## config.mk

```make
export PLATFORM = sky130hd
export DESIGN_NAME = klc_top
export DESIGN_NICKNAME = d
export VERILOG_FILES = /design/src/klc_pkg.sv /design/src/klc_top.sv
export SDC_FILE = /design/constraint.sdc
export NUM_CORES = 1
export LEC_CHECK = 0
export ABC_CLOCK_PERIOD_IN_PS = 3900
export BUFFER_PORTS_ARGS = -buffer_cell sky130_fd_sc_hd__buf_2
export CAP_MARGIN = 20
export CORE_MARGIN = 2
export CORE_UTILIZATION = 45
export DETAILED_ROUTE_END_ITERATION = 7
export PLACE_DENSITY = 0.72
export SLEW_MARGIN = 10
export SYNTH_ARGS = -nofsm -noshare
export SYNTH_HDL_FRONTEND = slang
export SYNTH_SLANG_ARGS = --single-unit
```

## constraint.sdc

```tcl
create_clock -name pclk -period 3.9 [get_ports pclk]
set_input_delay 0.195 -clock pclk [delete_from_list [all_inputs] [get_ports pclk]]
set_output_delay 0.195 -clock pclk [all_outputs]
set_load 0.03 [all_outputs]
```

## src/klc_pkg.sv

```systemverilog
//
// Functional notes
// - Any command error sets summary error flag
// - Error cause register holds individual cause flags
// - Memory key load: address low then high
// - Wait for both address bytes, then read memory
// - Memory key load ends by itself
// - Bad memory key: undefined key, key format error
// - Buffer key load: twelve bytes, byte 0 first
// - Wait twelve bytes, check encoding, load key
// - Buffer key load ends by itself
// - Bad buffer key: consume all, flag error
// - Auth step one sends six argument bytes
// - Auth step one reply kept internal
// - Auth steps use transceive sequence, host-started
// - Auth step two: no arguments, internal data
// - Auth step two success sets cipher bit
// - Auth step two failure clears cipher bit
// - Host may clear cipher bit, never set
package klc_pkg;
   // ****************************************
   // Register map (byte addresses)
   // ****************************************
   localparam logic [7:0] ADDR_CMD = 8'h00;
   localparam logic [7:0] ADDR_STATUS = 8'h04;
   localparam logic [7:0] ADDR_ERROR = 8'h08;
   localparam logic [7:0] ADDR_CTRL = 8'h0c;
   // ****************************************
   // Opcodes
   // ****************************************
   localparam logic [7:0] OP_IDLE = 8'h00;
   localparam logic [7:0] OP_KEY_MEM = 8'h0b;
   localparam logic [7:0] OP_KEY_BUF = 8'h19;
   localparam logic [7:0] OP_AUTH1 = 8'h0c;
   localparam logic [7:0] OP_AUTH2 = 8'h14;
   // ****************************************
   // Field positions and counts
   // ****************************************
   localparam int ST_BUSY = 0;
   localparam int ST_ERR = 1;
   localparam int ST_CIPHER = 2;
   localparam int CTRL_CIPHER = 0;
   localparam logic [3:0] AUTH1_ARGS = 4'h6;
   localparam logic [3:0] MEM_ARGS = 4'h2;
   localparam logic [6:0] ERR_RESET = 7'h00;
   // Error cause register layout, bit 0 is key_format_error
   typedef struct packed {
      logic bit_collision_error;
      logic parity_bit_error;
      logic frame_error;
      logic checksum_error;
      logic buffer_overflow_error;
      logic memory_access_error;
      logic key_format_error;
   } klc_err_type;
   // Error events reported by neighbouring units
   typedef struct packed {
      logic memory_access;
      logic buffer_overflow;
      logic checksum;
      logic frame;
      logic parity;
      logic collision;
   } klc_evt_type;
   typedef enum logic [5:0] {
      S_IDLE = 6'b000001,
      S_ARGS = 6'b000010,
      S_MEMRD = 6'b000100,
      S_DECODE = 6'b001000,
      S_TX = 6'b010000,
      S_RX = 6'b100000
   } klc_state_type;
endpackage : klc_pkg

```

## src/klc_top.sv

```systemverilog
module klc_top #(
   parameter int KEY_BYTES = 12,
   parameter int AUTH2_LEN = 8,
   parameter int MEM_AW = 9
) (
   // APB
   input wire logic pclk,
   input wire logic presetn,
   input wire logic psel,
   input wire logic penable,
   input wire logic pwrite,
   input wire logic [7:0] paddr,
   input wire logic [31:0] pwdata,
   output logic [31:0] prdata,
   output logic pready,
   output logic pslverr,
   // FIFO head
   input wire logic fifo_valid,
   input wire logic [7:0] fifo_data,
   output logic fifo_pop,
   // Nonvolatile memory read port
   output logic mem_rd,
   output logic [MEM_AW-1:0] mem_addr,
   input wire logic mem_rd_valid,
   input wire logic [7:0] mem_rd_data,
   // Card transceive link
   output logic card_tx_valid,
   output logic [7:0] card_tx_byte,
   output logic card_tx_last,
   input wire logic card_tx_ready,
   input wire logic card_rx_valid,
   input wire logic card_rx_done,
   input wire logic card_rx_ok,
   // Events and status
   input wire klc_pkg::klc_evt_type err_evt,
   output logic cipher_active_bit,
   output logic err_summary,
   output logic [KEY_BYTES*4-1:0] key_out
);
   // ****************************************
   // Elaboration check
   // ****************************************
   if (KEY_BYTES % 2 != 0 || KEY_BYTES > 15 || AUTH2_LEN < 1 || AUTH2_LEN > KEY_BYTES
       || MEM_AW < 9 || MEM_AW > 16) begin : g_bad
      $error("klc_top: unsupported parameter values");
   end
   localparam logic [3:0] KEY_N = 4'(KEY_BYTES);
   localparam logic [3:0] A2_N = 4'(AUTH2_LEN);

   // Each byte carries a nibble with its complement above it
   function automatic logic [8:0] decode_pair(input logic [7:0] lo_b, input logic [7:0] hi_b);
      logic bad;
      bad = (lo_b[7:4] != ~lo_b[3:0]) || (hi_b[7:4] != ~hi_b[3:0]);
      return {bad, hi_b[3:0], lo_b[3:0]};
   endfunction : decode_pair

   function automatic logic is_cmd(input logic [7:0] op);
      return op == klc_pkg::OP_KEY_MEM || op == klc_pkg::OP_KEY_BUF
         || op == klc_pkg::OP_AUTH1 || op == klc_pkg::OP_AUTH2;
   endfunction : is_cmd

   // ****************************************
   // State
   // ****************************************
   klc_pkg::klc_state_type state_ff, nxt_state;
   klc_pkg::klc_err_type err_ff, nxt_err;
   logic [7:0] op_ff, nxt_op;
   logic [3:0] cnt_ff, nxt_cnt;
   logic [7:0] enc_ff [KEY_BYTES], nxt_enc [KEY_BYTES];
   logic [KEY_BYTES*4-1:0] key_ff, nxt_key;
   logic [15:0] addr_ff, nxt_addr;
   logic cipher_ff, nxt_cipher;
   logic pop_ff, nxt_pop;
   logic mrd_ff, nxt_mrd, mpend_ff, nxt_mpend;
   logic txv_ff, nxt_txv, txl_ff, nxt_txl;
   logic [7:0] txb_ff, nxt_txb;
   logic rdy_ff, nxt_rdy, slv_ff, nxt_slv, esum_ff, nxt_esum;
   logic [31:0] rd_ff, nxt_rd;
   logic decode_bad;
   logic [KEY_BYTES*4-1:0] decoded;
   logic wr_go, fifo_take;

   // Write takes effect at the access edge with pready high
   assign wr_go = psel && penable && rdy_ff && pwrite;
   // Pop is one cycle late, so never take a byte twice in a row
   assign fifo_take = fifo_valid && !pop_ff;

   // Single pass over the key byte pairs
   always_comb begin
      logic [8:0] pr;
      pr = '0;
      decode_bad = 1'b0;
      decoded = '0;
      for (int i = 0; i < KEY_BYTES / 2; i++) begin
         pr = decode_pair(enc_ff[2*i], enc_ff[2*i+1]);
         decoded[i*8 +: 8] = pr[7:0];
         decode_bad = decode_bad | pr[8];
      end
   end

   // ****************************************
   // Command sequencer
   // ****************************************
   always_comb begin
      nxt_state = state_ff;
      nxt_err = err_ff;
      nxt_op = op_ff;
      nxt_cnt = cnt_ff;
      nxt_enc = enc_ff;
      nxt_key = key_ff;
      nxt_addr = addr_ff;
      nxt_cipher = cipher_ff;
      nxt_pop = 1'b0;
      nxt_mrd = 1'b0;
      nxt_mpend = mpend_ff;
      nxt_txv = txv_ff;
      nxt_txl = txl_ff;
      nxt_txb = txb_ff;
      // Host may clear the cipher bit but never set it
      if (wr_go && paddr == klc_pkg::ADDR_CTRL && !pwdata[klc_pkg::CTRL_CIPHER])
         nxt_cipher = 1'b0;
      // Write-one-to-clear of error causes
      if (wr_go && paddr == klc_pkg::ADDR_ERROR)
         nxt_err = err_ff & ~klc_pkg::klc_err_type'(pwdata[6:0]);
      unique case (state_ff)
         klc_pkg::S_IDLE: begin
            // Only a host write starts a command
            if (wr_go && paddr == klc_pkg::ADDR_CMD && is_cmd(pwdata[7:0])) begin
               nxt_op = pwdata[7:0];
               nxt_cnt = '0;
               nxt_err = klc_pkg::klc_err_type'(klc_pkg::ERR_RESET);
               nxt_state = (pwdata[7:0] == klc_pkg::OP_AUTH1
                  || pwdata[7:0] == klc_pkg::OP_AUTH2) ? klc_pkg::S_TX : klc_pkg::S_ARGS;
            end
         end
         klc_pkg::S_ARGS: begin
            if (fifo_take) begin
               nxt_pop = 1'b1;
               nxt_cnt = cnt_ff + 4'h1;
               if (op_ff == klc_pkg::OP_KEY_MEM) begin
                  // Address low byte first, then high
                  if (cnt_ff == 4'h0)
                     nxt_addr[7:0] = fifo_data;
                  else
                     nxt_addr[15:8] = fifo_data;
                  // Both bytes present: start reading memory
                  if (cnt_ff == klc_pkg::MEM_ARGS - 4'h1) begin
                     nxt_cnt = '0;
                     nxt_state = klc_pkg::S_MEMRD;
                  end
               end else begin
                  // Byte 0 is least significant
                  nxt_enc[cnt_ff] = fifo_data;
                  // All twelve consumed even if badly encoded
                  if (cnt_ff == KEY_N - 4'h1)
                     nxt_state = klc_pkg::S_DECODE;
               end
            end
         end
         klc_pkg::S_MEMRD: begin
            // One outstanding memory read at a time
            if (!mpend_ff) begin
               nxt_mrd = 1'b1;
               nxt_mpend = 1'b1;
            end else if (mem_rd_valid) begin
               nxt_mpend = 1'b0;
               nxt_addr = addr_ff + 16'h0001;
               nxt_enc[cnt_ff] = mem_rd_data;
               nxt_cnt = cnt_ff + 4'h1;
               if (cnt_ff == KEY_N - 4'h1)
                  nxt_state = klc_pkg::S_DECODE;
            end
         end
         klc_pkg::S_DECODE: begin
            // Undefined key on bad encoding plus key format error
            nxt_key = decoded;
            if (decode_bad)
               nxt_err.key_format_error = 1'b1;
            // Ends on its own, no stop command
            nxt_state = klc_pkg::S_IDLE;
            nxt_op = klc_pkg::OP_IDLE;
         end
         klc_pkg::S_TX: begin
            if (txv_ff) begin
               if (card_tx_ready) begin
                  nxt_txv = 1'b0;
                  nxt_cnt = cnt_ff + 4'h1;
                  if (txl_ff)
                     nxt_state = klc_pkg::S_RX;
               end
            end else if (op_ff == klc_pkg::OP_AUTH1) begin
               // Six FIFO bytes go out in order
               if (fifo_take) begin
                  nxt_pop = 1'b1;
                  nxt_txv = 1'b1;
                  nxt_txb = fifo_data;
                  nxt_txl = (cnt_ff == klc_pkg::AUTH1_ARGS - 4'h1);
               end
            end else begin
               // Step two data from the key, zero past its end, FIFO untouched
               nxt_txv = 1'b1;
               nxt_txb = (cnt_ff < KEY_N / 4'h2) ? key_ff[cnt_ff*8 +: 8] : 8'h00;
               nxt_txl = (cnt_ff == A2_N - 4'h1);
            end
         end
         klc_pkg::S_RX: begin
            // Reply is absorbed here, nothing goes to the FIFO
            if (card_rx_done) begin
               if (op_ff == klc_pkg::OP_AUTH2)
                  nxt_cipher = card_rx_ok;
               nxt_state = klc_pkg::S_IDLE;
               nxt_op = klc_pkg::OP_IDLE;
            end
         end
      endcase
      // Hardware events win over any clear in the same cycle
      nxt_err.memory_access_error |= err_evt.memory_access;
      nxt_err.buffer_overflow_error |= err_evt.buffer_overflow;
      nxt_err.checksum_error |= err_evt.checksum;
      nxt_err.frame_error |= err_evt.frame;
      nxt_err.parity_bit_error |= err_evt.parity;
      nxt_err.bit_collision_error |= err_evt.collision;
      // Summary follows the cause register
      nxt_esum = |nxt_err;
   end

   // ****************************************
   // APB slave, no wait states
   // ****************************************
   always_comb begin
      nxt_rdy = psel && !penable && !rdy_ff;
      nxt_slv = 1'b0;
      nxt_rd = '0;
      if (psel && !penable) begin
         unique case (paddr)
            klc_pkg::ADDR_CMD: nxt_rd = {24'h000000, op_ff};
            klc_pkg::ADDR_STATUS: nxt_rd = {29'h0, cipher_ff, esum_ff, !state_ff[0]};
            klc_pkg::ADDR_ERROR: nxt_rd = {25'h0, err_ff};
            klc_pkg::ADDR_CTRL: nxt_rd = {31'h0, cipher_ff};
            default: nxt_slv = 1'b1;
         endcase
      end
   end

   // ****************************************
   // Registers
   // ****************************************
   always_ff @(posedge pclk or negedge presetn) begin
      if (!presetn) begin
         state_ff <= klc_pkg::S_IDLE;
         err_ff <= klc_pkg::klc_err_type'(klc_pkg::ERR_RESET);
         op_ff <= klc_pkg::OP_IDLE;
         cnt_ff <= '0;
         enc_ff <= '{default: 8'h00};
         key_ff <= '0;
         addr_ff <= '0;
         cipher_ff <= 1'b0;
         pop_ff <= 1'b0;
         mrd_ff <= 1'b0;
         mpend_ff <= 1'b0;
         txv_ff <= 1'b0;
         txl_ff <= 1'b0;
         txb_ff <= '0;
         rdy_ff <= 1'b0;
         slv_ff <= 1'b0;
         esum_ff <= 1'b0;
         rd_ff <= '0;
      end else begin
         state_ff <= nxt_state;
         err_ff <= nxt_err;
         op_ff <= nxt_op;
         cnt_ff <= nxt_cnt;
         enc_ff <= nxt_enc;
         key_ff <= nxt_key;
         addr_ff <= nxt_addr;
         cipher_ff <= nxt_cipher;
         pop_ff <= nxt_pop;
         mrd_ff <= nxt_mrd;
         mpend_ff <= nxt_mpend;
         txv_ff <= nxt_txv;
         txl_ff <= nxt_txl;
         txb_ff <= nxt_txb;
         rdy_ff <= nxt_rdy;
         slv_ff <= nxt_slv;
         esum_ff <= nxt_esum;
         rd_ff <= nxt_rd;
      end
   end

   // Outputs straight from flops; address wraps in the memory size
   assign prdata = rd_ff;
   assign pready = rdy_ff;
   assign pslverr = slv_ff;
   assign fifo_pop = pop_ff;
   assign mem_rd = mrd_ff;
   assign mem_addr = MEM_AW'(addr_ff);
   assign card_tx_valid = txv_ff;
   assign card_tx_byte = txb_ff;
   assign card_tx_last = txl_ff;
   assign cipher_active_bit = cipher_ff;
   assign err_summary = esum_ff;
   assign key_out = key_ff;
endmodule : klc_top

```

# Word level (Yosys, flattened, before mapping)
# Index checks and enable logic that the tools add are counted.
# W data, S select, Z words.
[classes]
addsub = 2
n_lt_le_gt_ge = 3
eq_ne = 46
shifts = 1
mux = 70
bitwise_logic = 27
reduce_logical = 41
[ops]
columns = ["op", "n"]
rows = [
  ["$mux W96", 4],
  ["$bwmux W96", 2],
  ["$pmux W96 S2", 1],
  ["$mux W6", 12],
  ["$mux W16", 4],
  ["$mux W8", 8],
  ["$eq A8 B4 Y1 const B", 6],
  ["$ne A4 B4 Y1", 12],
  ["$not A4 Y4", 12],
  ["$shiftx A48 B8 Y8", 1],
  ["$pmux W6 S6", 1],
  ["$demux W8 S4", 1],
  ["$mux W32", 1],
  ["$mux W4", 8],
  ["$pmux W16 S2", 1],
  ["$pmux W8 S4", 1],
  ["$ne A2 B2 Y1 const B", 13],
  ["$eq A8 B5 Y1 const B", 3],
  ["$pmux W8 S3", 1],
  ["$mux W1", 19],
  ["$add A16 B1 Y16 const B", 1],
  ["$pmux W4 S4", 1],
  ["$mux W7", 2],
  ["$logic_and A1 B1 Y1", 12],
  ["other kinds (36)", 63],
]
[word_totals]
reg_bits = 234
input_bits = 73
elab_cells = 226

# Logic depth before layout (Yosys ltp)
# Gate-level depths: netlist of run 1.
[depth]
depth_word = 11
mapped_depth = 8
mapped_depth_nobuf = 6

# Worst setup path before layout of run 1
# Ideal clock, no wire load.
[synth_path]
kind = "register to register"
start = "register cnt_ff[0]"
end = "register enc_ff, in the netlist decoded[0]"
setup_time_ns = 0.125
t_arrival_ns = 2.335
required_time_ns = 3.775
slack_ns = 1.440
stages_incl_launch_ff = 8
n_path_buf = 2
synth_period_minus_slack_ns = 2.460
cell_sequence = "dfrtp_1 -> clkbuf_1 -> clkbuf_1 -> inv_1 -> ha_1 -> and2_1 -> nand2_2 -> mux2_2"
[synth_between]
elab_chain_cells = 9
elab_cells_between_ends = 13
cone_classes = "2 x order compare; 9 x mux; 1 x bitwise; 1 x reduce/logical"
[synth_rtl]
columns = ["element", "line", "source"]
rows = [
  ["start, declared", "klc_top.sv:68", "logic [3:0] cnt_ff, nxt_cnt;"],
  ["start signal, assigned", "klc_top.sv:272", "cnt_ff <= nxt_cnt;"],
  ["$not A4 Y5 (not written as such) *", "klc_top.sv:153, klc_top.sv:168", ""],
  ["$ge A5 B5 Y1 (not written as such) / $lt A5 B1 Y1 (equally long branches)", "klc_top.sv:153, klc_top.sv:168", ""],
  ["$logic_and A1 B1 Y1 (not written as such)", "klc_top.sv:153, klc_top.sv:168", ""],
  ["$mux W8 (not written as such)", "klc_top.sv:153, klc_top.sv:168", ""],
  ["$demux W8 S4 *", "klc_top.sv:153, klc_top.sv:168", ""],
  ["$bwmux W96, on equally long branches", "klc_top.sv:168, klc_top.sv:153", ""],
  ["$mux W96, on equally long branches", "klc_top.sv:165, klc_top.sv:140", ""],
  ["$mux W96, on equally long branches", "klc_top.sv:162, klc_top.sv:137", ""],
  ["$pmux W96 S2 *", "klc_top.sv:125", "unique case (state_ff)"],
  ["end signal, assigned", "klc_top.sv:273", "enc_ff <= nxt_enc;"],
  ["end, declared", "klc_top.sv:69", "logic [7:0] enc_ff [KEY_BYTES], nxt_enc [KEY_BYTES];"],
]
# Mark *: on every way between the ends. The rest lies on a longest branch, timed or not. The select of a mux whose other input is x is not followed.
# A chain may end at the register's enable or synchronous reset.

# Worst setup path in the final report of run 1
[layout_path]
start = "register cnt_ff[1]"
end = "register cnt_ff[0]"
[layout_between]
elab_chain_cells = 5
[layout_rtl]
columns = ["element", "line", "source"]
rows = [
  ["$eq A4 B1 Y1", "klc_top.sv:147", "if (cnt_ff == klc_pkg::MEM_ARGS - 4'h1) begin"],
  ["$mux W4", "klc_top.sv:147", ""],
  ["$mux W4", "klc_top.sv:140", "if (op_ff == klc_pkg::OP_KEY_MEM) begin"],
  ["$mux W4", "klc_top.sv:137", "if (fifo_take) begin"],
  ["$pmux W4 S4", "klc_top.sv:125", ""],
]
# Every way passes these cells. The select of a mux whose other input is x is not followed.

==> metrics.csv, run 1 <==
stage,metric,value,unit
outcome,status,completed,
logic_synthesis,async_flop_share,1.00,
setup_path,r2r-start,cnt_ff[1]$_DFFE_PN0P_,
logic_synthesis,synth_edf_count,0,
logic_synthesis,netlist_instances,916,
logic_synthesis,synth-warning-count,0,
timing,tns,0,ns
hold_path,whs_path_depth,3,
setup_path,crit_required,4.34,ns
setup_path,start_kind,flop,
setup_path,critical_path_class,flop to flop,
setup_path,critical_path.cell_chain,inv_1 > ha_1 > and4_1 > o211ai_1 > nor4b_1 > mux2_2,
clocking,cts_buffers,23,
route,vias,7425,
logic_synthesis,synthTopCellsByArea,"dfrtp_1 51%, mux2_2 11%, nand2_1 8.1%, xnor2_1 4.4%, mux2i_1 2.0%",
power_and_ir_drop,total_leakage_power,5.61,nW
timing,worstMarginPinSlew,0.973,ns
floorplanning,ios,178,
finish,utilization,0.538,
finish,seq_area,0.00508,mm2
placed_design,gp_congestion,0.866,
floorplanning,dieArea,0.0231,mm2
timing,post-route-worst-setup-slack,1.07,ns
clocking,clkLatencyLatePin,0.51,ns
grt,grt_pass1_wl,40300,um
floorplanning,die_height,152,um
clocking,ctsResizeCount,0,
setup_path,max_stage_delay,0.81,ns
grt,grt_max_degree,116,
timing,period_needed,2.83,ns
clocking,cts_tree,built,
placed_design,dp_hpwl,17800,um
logic_synthesis,yosys.area_share.xor_xnor,0.0445,
power_and_ir_drop,ir_worst_vdd,0.000339,V
finish,multiInputGateArea,0.00447,mm2
timing,fin_crit_sh,0.726,
clocking,htree_num_levels,1,
route,drt_iter0_drc,579,
run,max_cap_violations,0,
logic_synthesis,yosysTopAreaCellShare,0.513,
setup_path,path_max_fanout,13,
logic_synthesis,yosysMostFrequentCell,nand2_1,
setup_path,r2r_setup_slack,1.07,ns
setup_path,end_kind,flop,
finish,fin_cells,1357,
floorplanning,core_area,0.0216,mm2
finish,layout-drive-gt1-share,0.287,
timing,skew,0.0113,ns
logic_synthesis,ys_ff_latch,203,
logic_synthesis,syn_area,0.00985,mm2
placed_design,placed_cells,1297,
timing,max-slew-margin-rel,0.347,
timing,holdWs,0.00768,ns
placed_design,dpl_cell_area,0.0107,mm2
route,wl,25200,um
timing,slew_violations,0,
timing,fmax,0.353,GHz
grt,grt_pass1_vias,7490,
clocking,root_buffer,clkbuf_16,
floorplanning,start_util,0.455,
timing,finalSetupViolations,0,
timing,rsz0062_at_grt,no,
grt,grt_antenna_before_repair,0,
floorplanning,die_x,152,um
logic_synthesis,synthTopCellsByCount,"212 x nand2_1, 202 x dfrtp_1, 97 x mux2_2",
timing,hold_viol_final,0,
logic_synthesis,synthFlopType,dfrtp_1,
placed_design,post-place-ws,1.17,ns
route,drtPass1Iterations,5,
grt,track_usage,0.216,
power_and_ir_drop,p_per_area,650,mW/mm2
logic_synthesis,synth_largest_area_cell,dfrtp_1,
finish,final_cell_area,0.0116,mm2
logic_synthesis,synth-compound-area-share,0.0756,
logic_synthesis,ys_seq_area_frac,0.516,
logic_synthesis,synthMuxAreaShare,0.150,
clocking,cts.clk_slew.worst_paths,0.06,ns
route,ant_nets,0,
finish,fin_nets,1138,
hold_path,holdCritStartpoint,penable,
clocking,post_cts_buffers,0,
power_and_ir_drop,finalPower,7.56,mW
hold_path,min_to,pready$_DFF_PN0_,
placed_design,port_buffers,128,
route,routed_via_density,5.47,
logic_synthesis,synth.distinct_cells,73,
finish,num-fill-cells,1921,
logic_synthesis,synth-adder-area-share,0.00635,
route,route.detailed.drc,0,
clocking,clockBufferDepth,3,
setup_path,r2r_cells,6,
logic_synthesis,synth-simple-area-share,0.168,
grt,overflow,0,
finish,antenna_cells,0,
logic_synthesis,syn_avg_cell_area,10.8,um2
clocking,cts_sinks,203,
logic_synthesis,synth_top_family_by_area,simple AND/OR/NAND/NOR gates,
hold_path,hold_path.class,input port to flop,
finish,syn_to_final_growth,18.1,%
floorplanning,rows,54,
setup_path,arrival,3.28,ns
route,wl_per_cell,18.6,um
setup_path,cp_slowest_cell,dfrtp_1,
setup_path,r2r_end,cnt_ff[0]$_DFFE_PN0P_,
power by group:
part | internal [mW] | switching, mW | total (mW) | leakage [nW]
Combinational | 1.10 | 1.13 | 2.24 | 2.67
Clock | 1.21 | 0.843 | 2.05 | 0.364
Sequential | 2.70 | 0.576 | 3.27 | 2.58
Total | 5.01 | 2.55 | 7.56 | 5.61
per-layer routing:
| layer | part of all wire | global-route usage | up-vias |
|---|---|---|---|
| li1 | - | - | 3439 |
| met1 | 0.44 | 0.293 | 3680 |
| met2 | 0.48 | 0.360 | 256 |
| met3 | 0.051 | 0.0308 | 50 |
| met4 | 0.032 | 0.0721 | 0 |
| met5 | 0 | 0 | - |
cells in the final DEF, fill, tap and decap left out, types with 7 or more instances in the layout:
master,netlist,layout
xnor2_1,50,50
nor3_1,9,9
buf_2,4,127
clkbuf_8,0,7
mux2i_1,20,20
conb_1,1,24
mux2_2,97,97
a22oi_1,8,8
dlygate4sd3_1,0,18
nand3_2,9,10
nand4_1,8,8
dfrtp_1,202,202
nand2_1,212,212
inv_1,14,14
nand3_1,13,12
clkbuf_16,0,23
buf_4,24,13
o21ai_0,30,30
nor4_1,17,16
mux4_2,8,8
nor2_1,27,27
nor2b_1,9,9
a21oi_1,10,10
flip-flops by register name (all words and copies together), names as in the netlist, 4 cells and up:
register,count
err_ff,7
op_ff,8
addr_ff,9
cnt_ff,4
state_ff,6
card_tx_byte,8
enc_ff,48
prdata,8
key_out,48
decoded,48
timing repair:
item	4_1_cts	5_1_grt
endpoints found under the hold margin	130	0
hold buffers	18	0
setup endpoints to repair	0	0
cell families after synthesis:
family | after synthesis
multiplexers | 125
flip-flops | 203
other | 1
AND/OR/NAND/NOR | 348
XOR/XNOR | 50
AO/OA/AOI/OAI | 106
adder cells (fa/ha/maj) | 5
buffers and inverters | 78
cell type report:
class,instances,share of cell area
multi-input combinational,658,0.384
tap,280,0.0301
timing repair buffer,160,0.0815
clock buffer,35,0.0585
clock inverter,7,0.00387
sequential,203,0.437
inverter,14,0.00452
worst max path at each step:
stage	cells past startpoint	startpoint	slack, ns	endpoint
2_1_floorplan	7	cnt_ff[0]$_DFFE_PN0P_	1.44	decoded[0]$_DFFE_PN0P_
3_3_place_gp	5	op_ff[5]$_DFFE_PN0P_	1.19	enc_ff[62]$_DFFE_PN0P_
3_5_place_dp	5	op_ff[5]$_DFFE_PN0P_	1.17	enc_ff[63]$_DFFE_PN0P_
4_1_cts	5	op_ff[5]$_DFFE_PN0P_	1.15	decoded[46]$_DFFE_PN0P_
5_1_grt	5	op_ff[5]$_DFFE_PN0P_	0.90	enc_ff[63]$_DFFE_PN0P_
6_report	6	cnt_ff[1]$_DFFE_PN0P_	1.07	cnt_ff[0]$_DFFE_PN0P_
worst max-delay path, delay by kind of cell (launching register included):
family | cells | cell delay, ns
DFF | 1 | 0.81
and+or+nand+nor | 2 | 0.79
adders and majority gates | 1 | 0.35
AOI/OAI and AO/OA | 1 | 0.30
muxes | 1 | 0.28
buffers and inverters | 1 | 0.24
(Power assumes the default switching activity.)
==> run 2: changes to the inputs <==
Settings changed: ABC_CLOCK_PERIOD_IN_PS 3900 to 2620.
Clock period 3.9 ns to 2.62 ns, I/O delays scaled along.
==> metrics.csv, run 2 (same netlist as run 1, synthesis figures left out) <==
stage,metric,value,unit,change
placed_design,placed_cells,1318,,+1.6%
timing,rsz0062_at_grt,no,,
finish,fin_cells,1380,,+1.7%
hold_path,whs_path_depth,3,,unchanged
placed_design,gp_congestion,0.884,,+2.1%
floorplanning,start_util,0.455,,unchanged
grt,grt_max_degree,70,,-40%
placed_design,dp_hpwl,18600,um,+4.5%
finish,num-fill-cells,1907,,-0.73%
route,route.detailed.drc,0,,unchanged
floorplanning,die_x,152,um,unchanged
setup_path,r2r_setup_slack,0.14,ns,-0.92 ns
timing,slew_violations,0,,unchanged
outcome,status,completed,,
power_and_ir_drop,ir_worst_vdd,0.000507,V,+49%
setup_path,start_kind,flop,,
clocking,clkLatencyLatePin,0.51,ns,about the same
setup_path,r2r_cells,5,,-1
finish,layout_commonest_cell,nand2_1,,
grt,grt_antenna_before_repair,0,,unchanged
clocking,htree_num_levels,1,,unchanged
floorplanning,core_area,0.0216,mm2,unchanged
grt,grt_pass1_wl,41300,um,+2.3%
clocking,cts.clk_slew.worst_paths,0.06,ns,about the same
route,vias,7499,,+1.0%
timing,holdWs,0.0168,ns,+0.00915 ns
setup_path,arrival,2.86,ns,-0.42 ns
setup_path,r2r_end,cnt_ff[0]$_DFFE_PN0P_,,
timing,worstMarginPinSlew,0.642,ns,-0.331 ns
grt,track_usage,0.222,,+0.00590
power_and_ir_drop,p_per_area,960,mW/mm2,+48%
clocking,post_cts_buffers,0,,unchanged
setup_path,path_max_fanout,7,,-6
route,drt_iter0_drc,472,,-18%
route,drtPass1Iterations,5,,unchanged
finish,layout-drive-gt1-share,0.299,,+0.0122
timing,max-slew-margin-rel,0.571,,+0.224
finish,final_cell_mix,"212 x nand2_1, 202 x dfrtp_1, 127 x buf_2",,
power_and_ir_drop,total_leakage_power,5.72,nW,+2.0%
grt,overflow,0,,unchanged
finish,syn_to_final_growth,20.0,%,
floorplanning,rows,54,,unchanged
hold_path,min_to,card_tx_byte[3]$_DFFE_PN0P_,,
setup_path,crit_required,3.01,ns,-1.33 ns
clocking,root_buffer,clkbuf_16,,
timing,fin_crit_sh,0.945,,+0.219
hold_path,hold_path.class,input port to flop,,
clocking,clockBufferDepth,3,,unchanged
timing,skew,0.0138,ns,+0.00246 ns
floorplanning,ios,178,,unchanged
timing,fmax,0.404,GHz,+14%
timing,period_needed,2.48,ns,-0.357 ns
timing,finalSetupViolations,0,,unchanged
placed_design,port_buffers,128,,unchanged
hold_path,holdCritStartpoint,fifo_data[3],,
finish,antenna_cells,0,,unchanged
setup_path,r2r-start,state_ff[3]$_DFFE_PN0P_,,
route,wl_per_cell,18.8,um,+1.0%
route,wl,25900,um,+2.8%
setup_path,critical_path_class,flop to flop,,
route,ant_nets,0,,unchanged
timing,tns,0,ns,unchanged
run,max_cap_violations,0,,unchanged
route,routed_via_density,5.43,,-0.69%
setup_path,end_kind,flop,,
floorplanning,dieArea,0.0231,mm2,unchanged
timing,hold_viol_final,0,,unchanged
clocking,cts_sinks,203,,unchanged
clocking,cts_buffers,22,,-4.3%
finish,fin_nets,1163,,+2.2%
floorplanning,die_height,152,um,unchanged
grt,grt_pass1_vias,7554,,+0.85%
clocking,cts_tree,built,,
==> run 2: cell count changes in the layout (fill, tap and decap cells not counted), moves of 2 or more <==
cell,before,now
dlygate4sd3_1,18,23
clkbuf_8,7,4
clkinv_2,5,7
buf_4,13,33
==> run 2: worst max-delay path, cell delays in order, from the launching register on <==
cell	delay, ns
dfrtp_1	0.46
or4_1	0.61
or2_0	0.27
a41o_1	0.29
or3_2	0.45
mux2_2	0.27
==> run 2: worst max path at each step <==
| stage | startpoint | cells past startpoint | endpoint |
|---|---|---|---|
| global placement | paddr[1] | 6 | state_ff[1]$_DFFE_PN0P_ |
| floorplan | cnt_ff[0]$_DFFE_PN0P_ | 7 | decoded[0]$_DFFE_PN0P_ |
| global route | paddr[2] | 7 | state_ff[1]$_DFFE_PN0P_ |
| detailed placement | state_ff[3]$_DFFE_PN0P_ | 6 | cnt_ff[0]$_DFFE_PN0P_ |
| finish | state_ff[3]$_DFFE_PN0P_ | 5 | cnt_ff[0]$_DFFE_PN0P_ |
| CTS | state_ff[3]$_DFFE_PN0P_ | 6 | cnt_ff[0]$_DFFE_PN0P_ |
==> run 2: power by group <==
group          switching [mW]  internal, mW
clock                    1.25          1.73
combinational            1.83          1.75
sequential              0.765          4.02
total                    3.84          7.50
==> run 2: timing repair <==
| item | CTS | global route |
|---|---|---|
| gates resized for setup | 0 | 1 |
| endpoints found under the setup margin | 0 | 2 |
| hold buffers | 23 | 0 |
| endpoints found under the hold margin | 87 | 0 |
==> run 2: stage by stage <==
step / instance area [um2] / setup WS [ns] / power (mW) / utilization
after CTS: 11800 / 0.115 / 11.4 / 0.546
after global placement: 10900 / 0.158 / 8.19 / 0.504
after detailed placement: 10900 / 0.129 / 8.35 / 0.504
final: 11800 / 0.144 / 11.3 / 0.547
after floorplan: 9930 / 0.160 / 7.23 / -
after global routing: 11800 / 0.0425 / 11.9 / 0.547
==> run 2: final cells by class <==
cell class	count	area, um2	area share
inverter	14	52.6	0.00445
multi-input combinational	658	4480	0.379
timing repair buffer	186	1170	0.0988
clock buffer	30	611	0.0517
clock inverter	9	81.3	0.00688
sequential	203	5080	0.430
tap	280	350	0.0296
==> run 2: routing by layer <==
| layer | wire length (um) | up-vias | GRT usage | share of wire |
|---|---|---|---|---|
| li1 | - | 3495 | - | - |
| met1 | 11300 | 3742 | 0.305 | 0.44 |
| met2 | 12800 | 224 | 0.379 | 0.49 |
| met3 | 1200 | 38 | 0.0282 | 0.046 |
| met4 | 565 | 0 | 0.0534 | 0.022 |
| met5 | 0 | - | 0 | 0 |
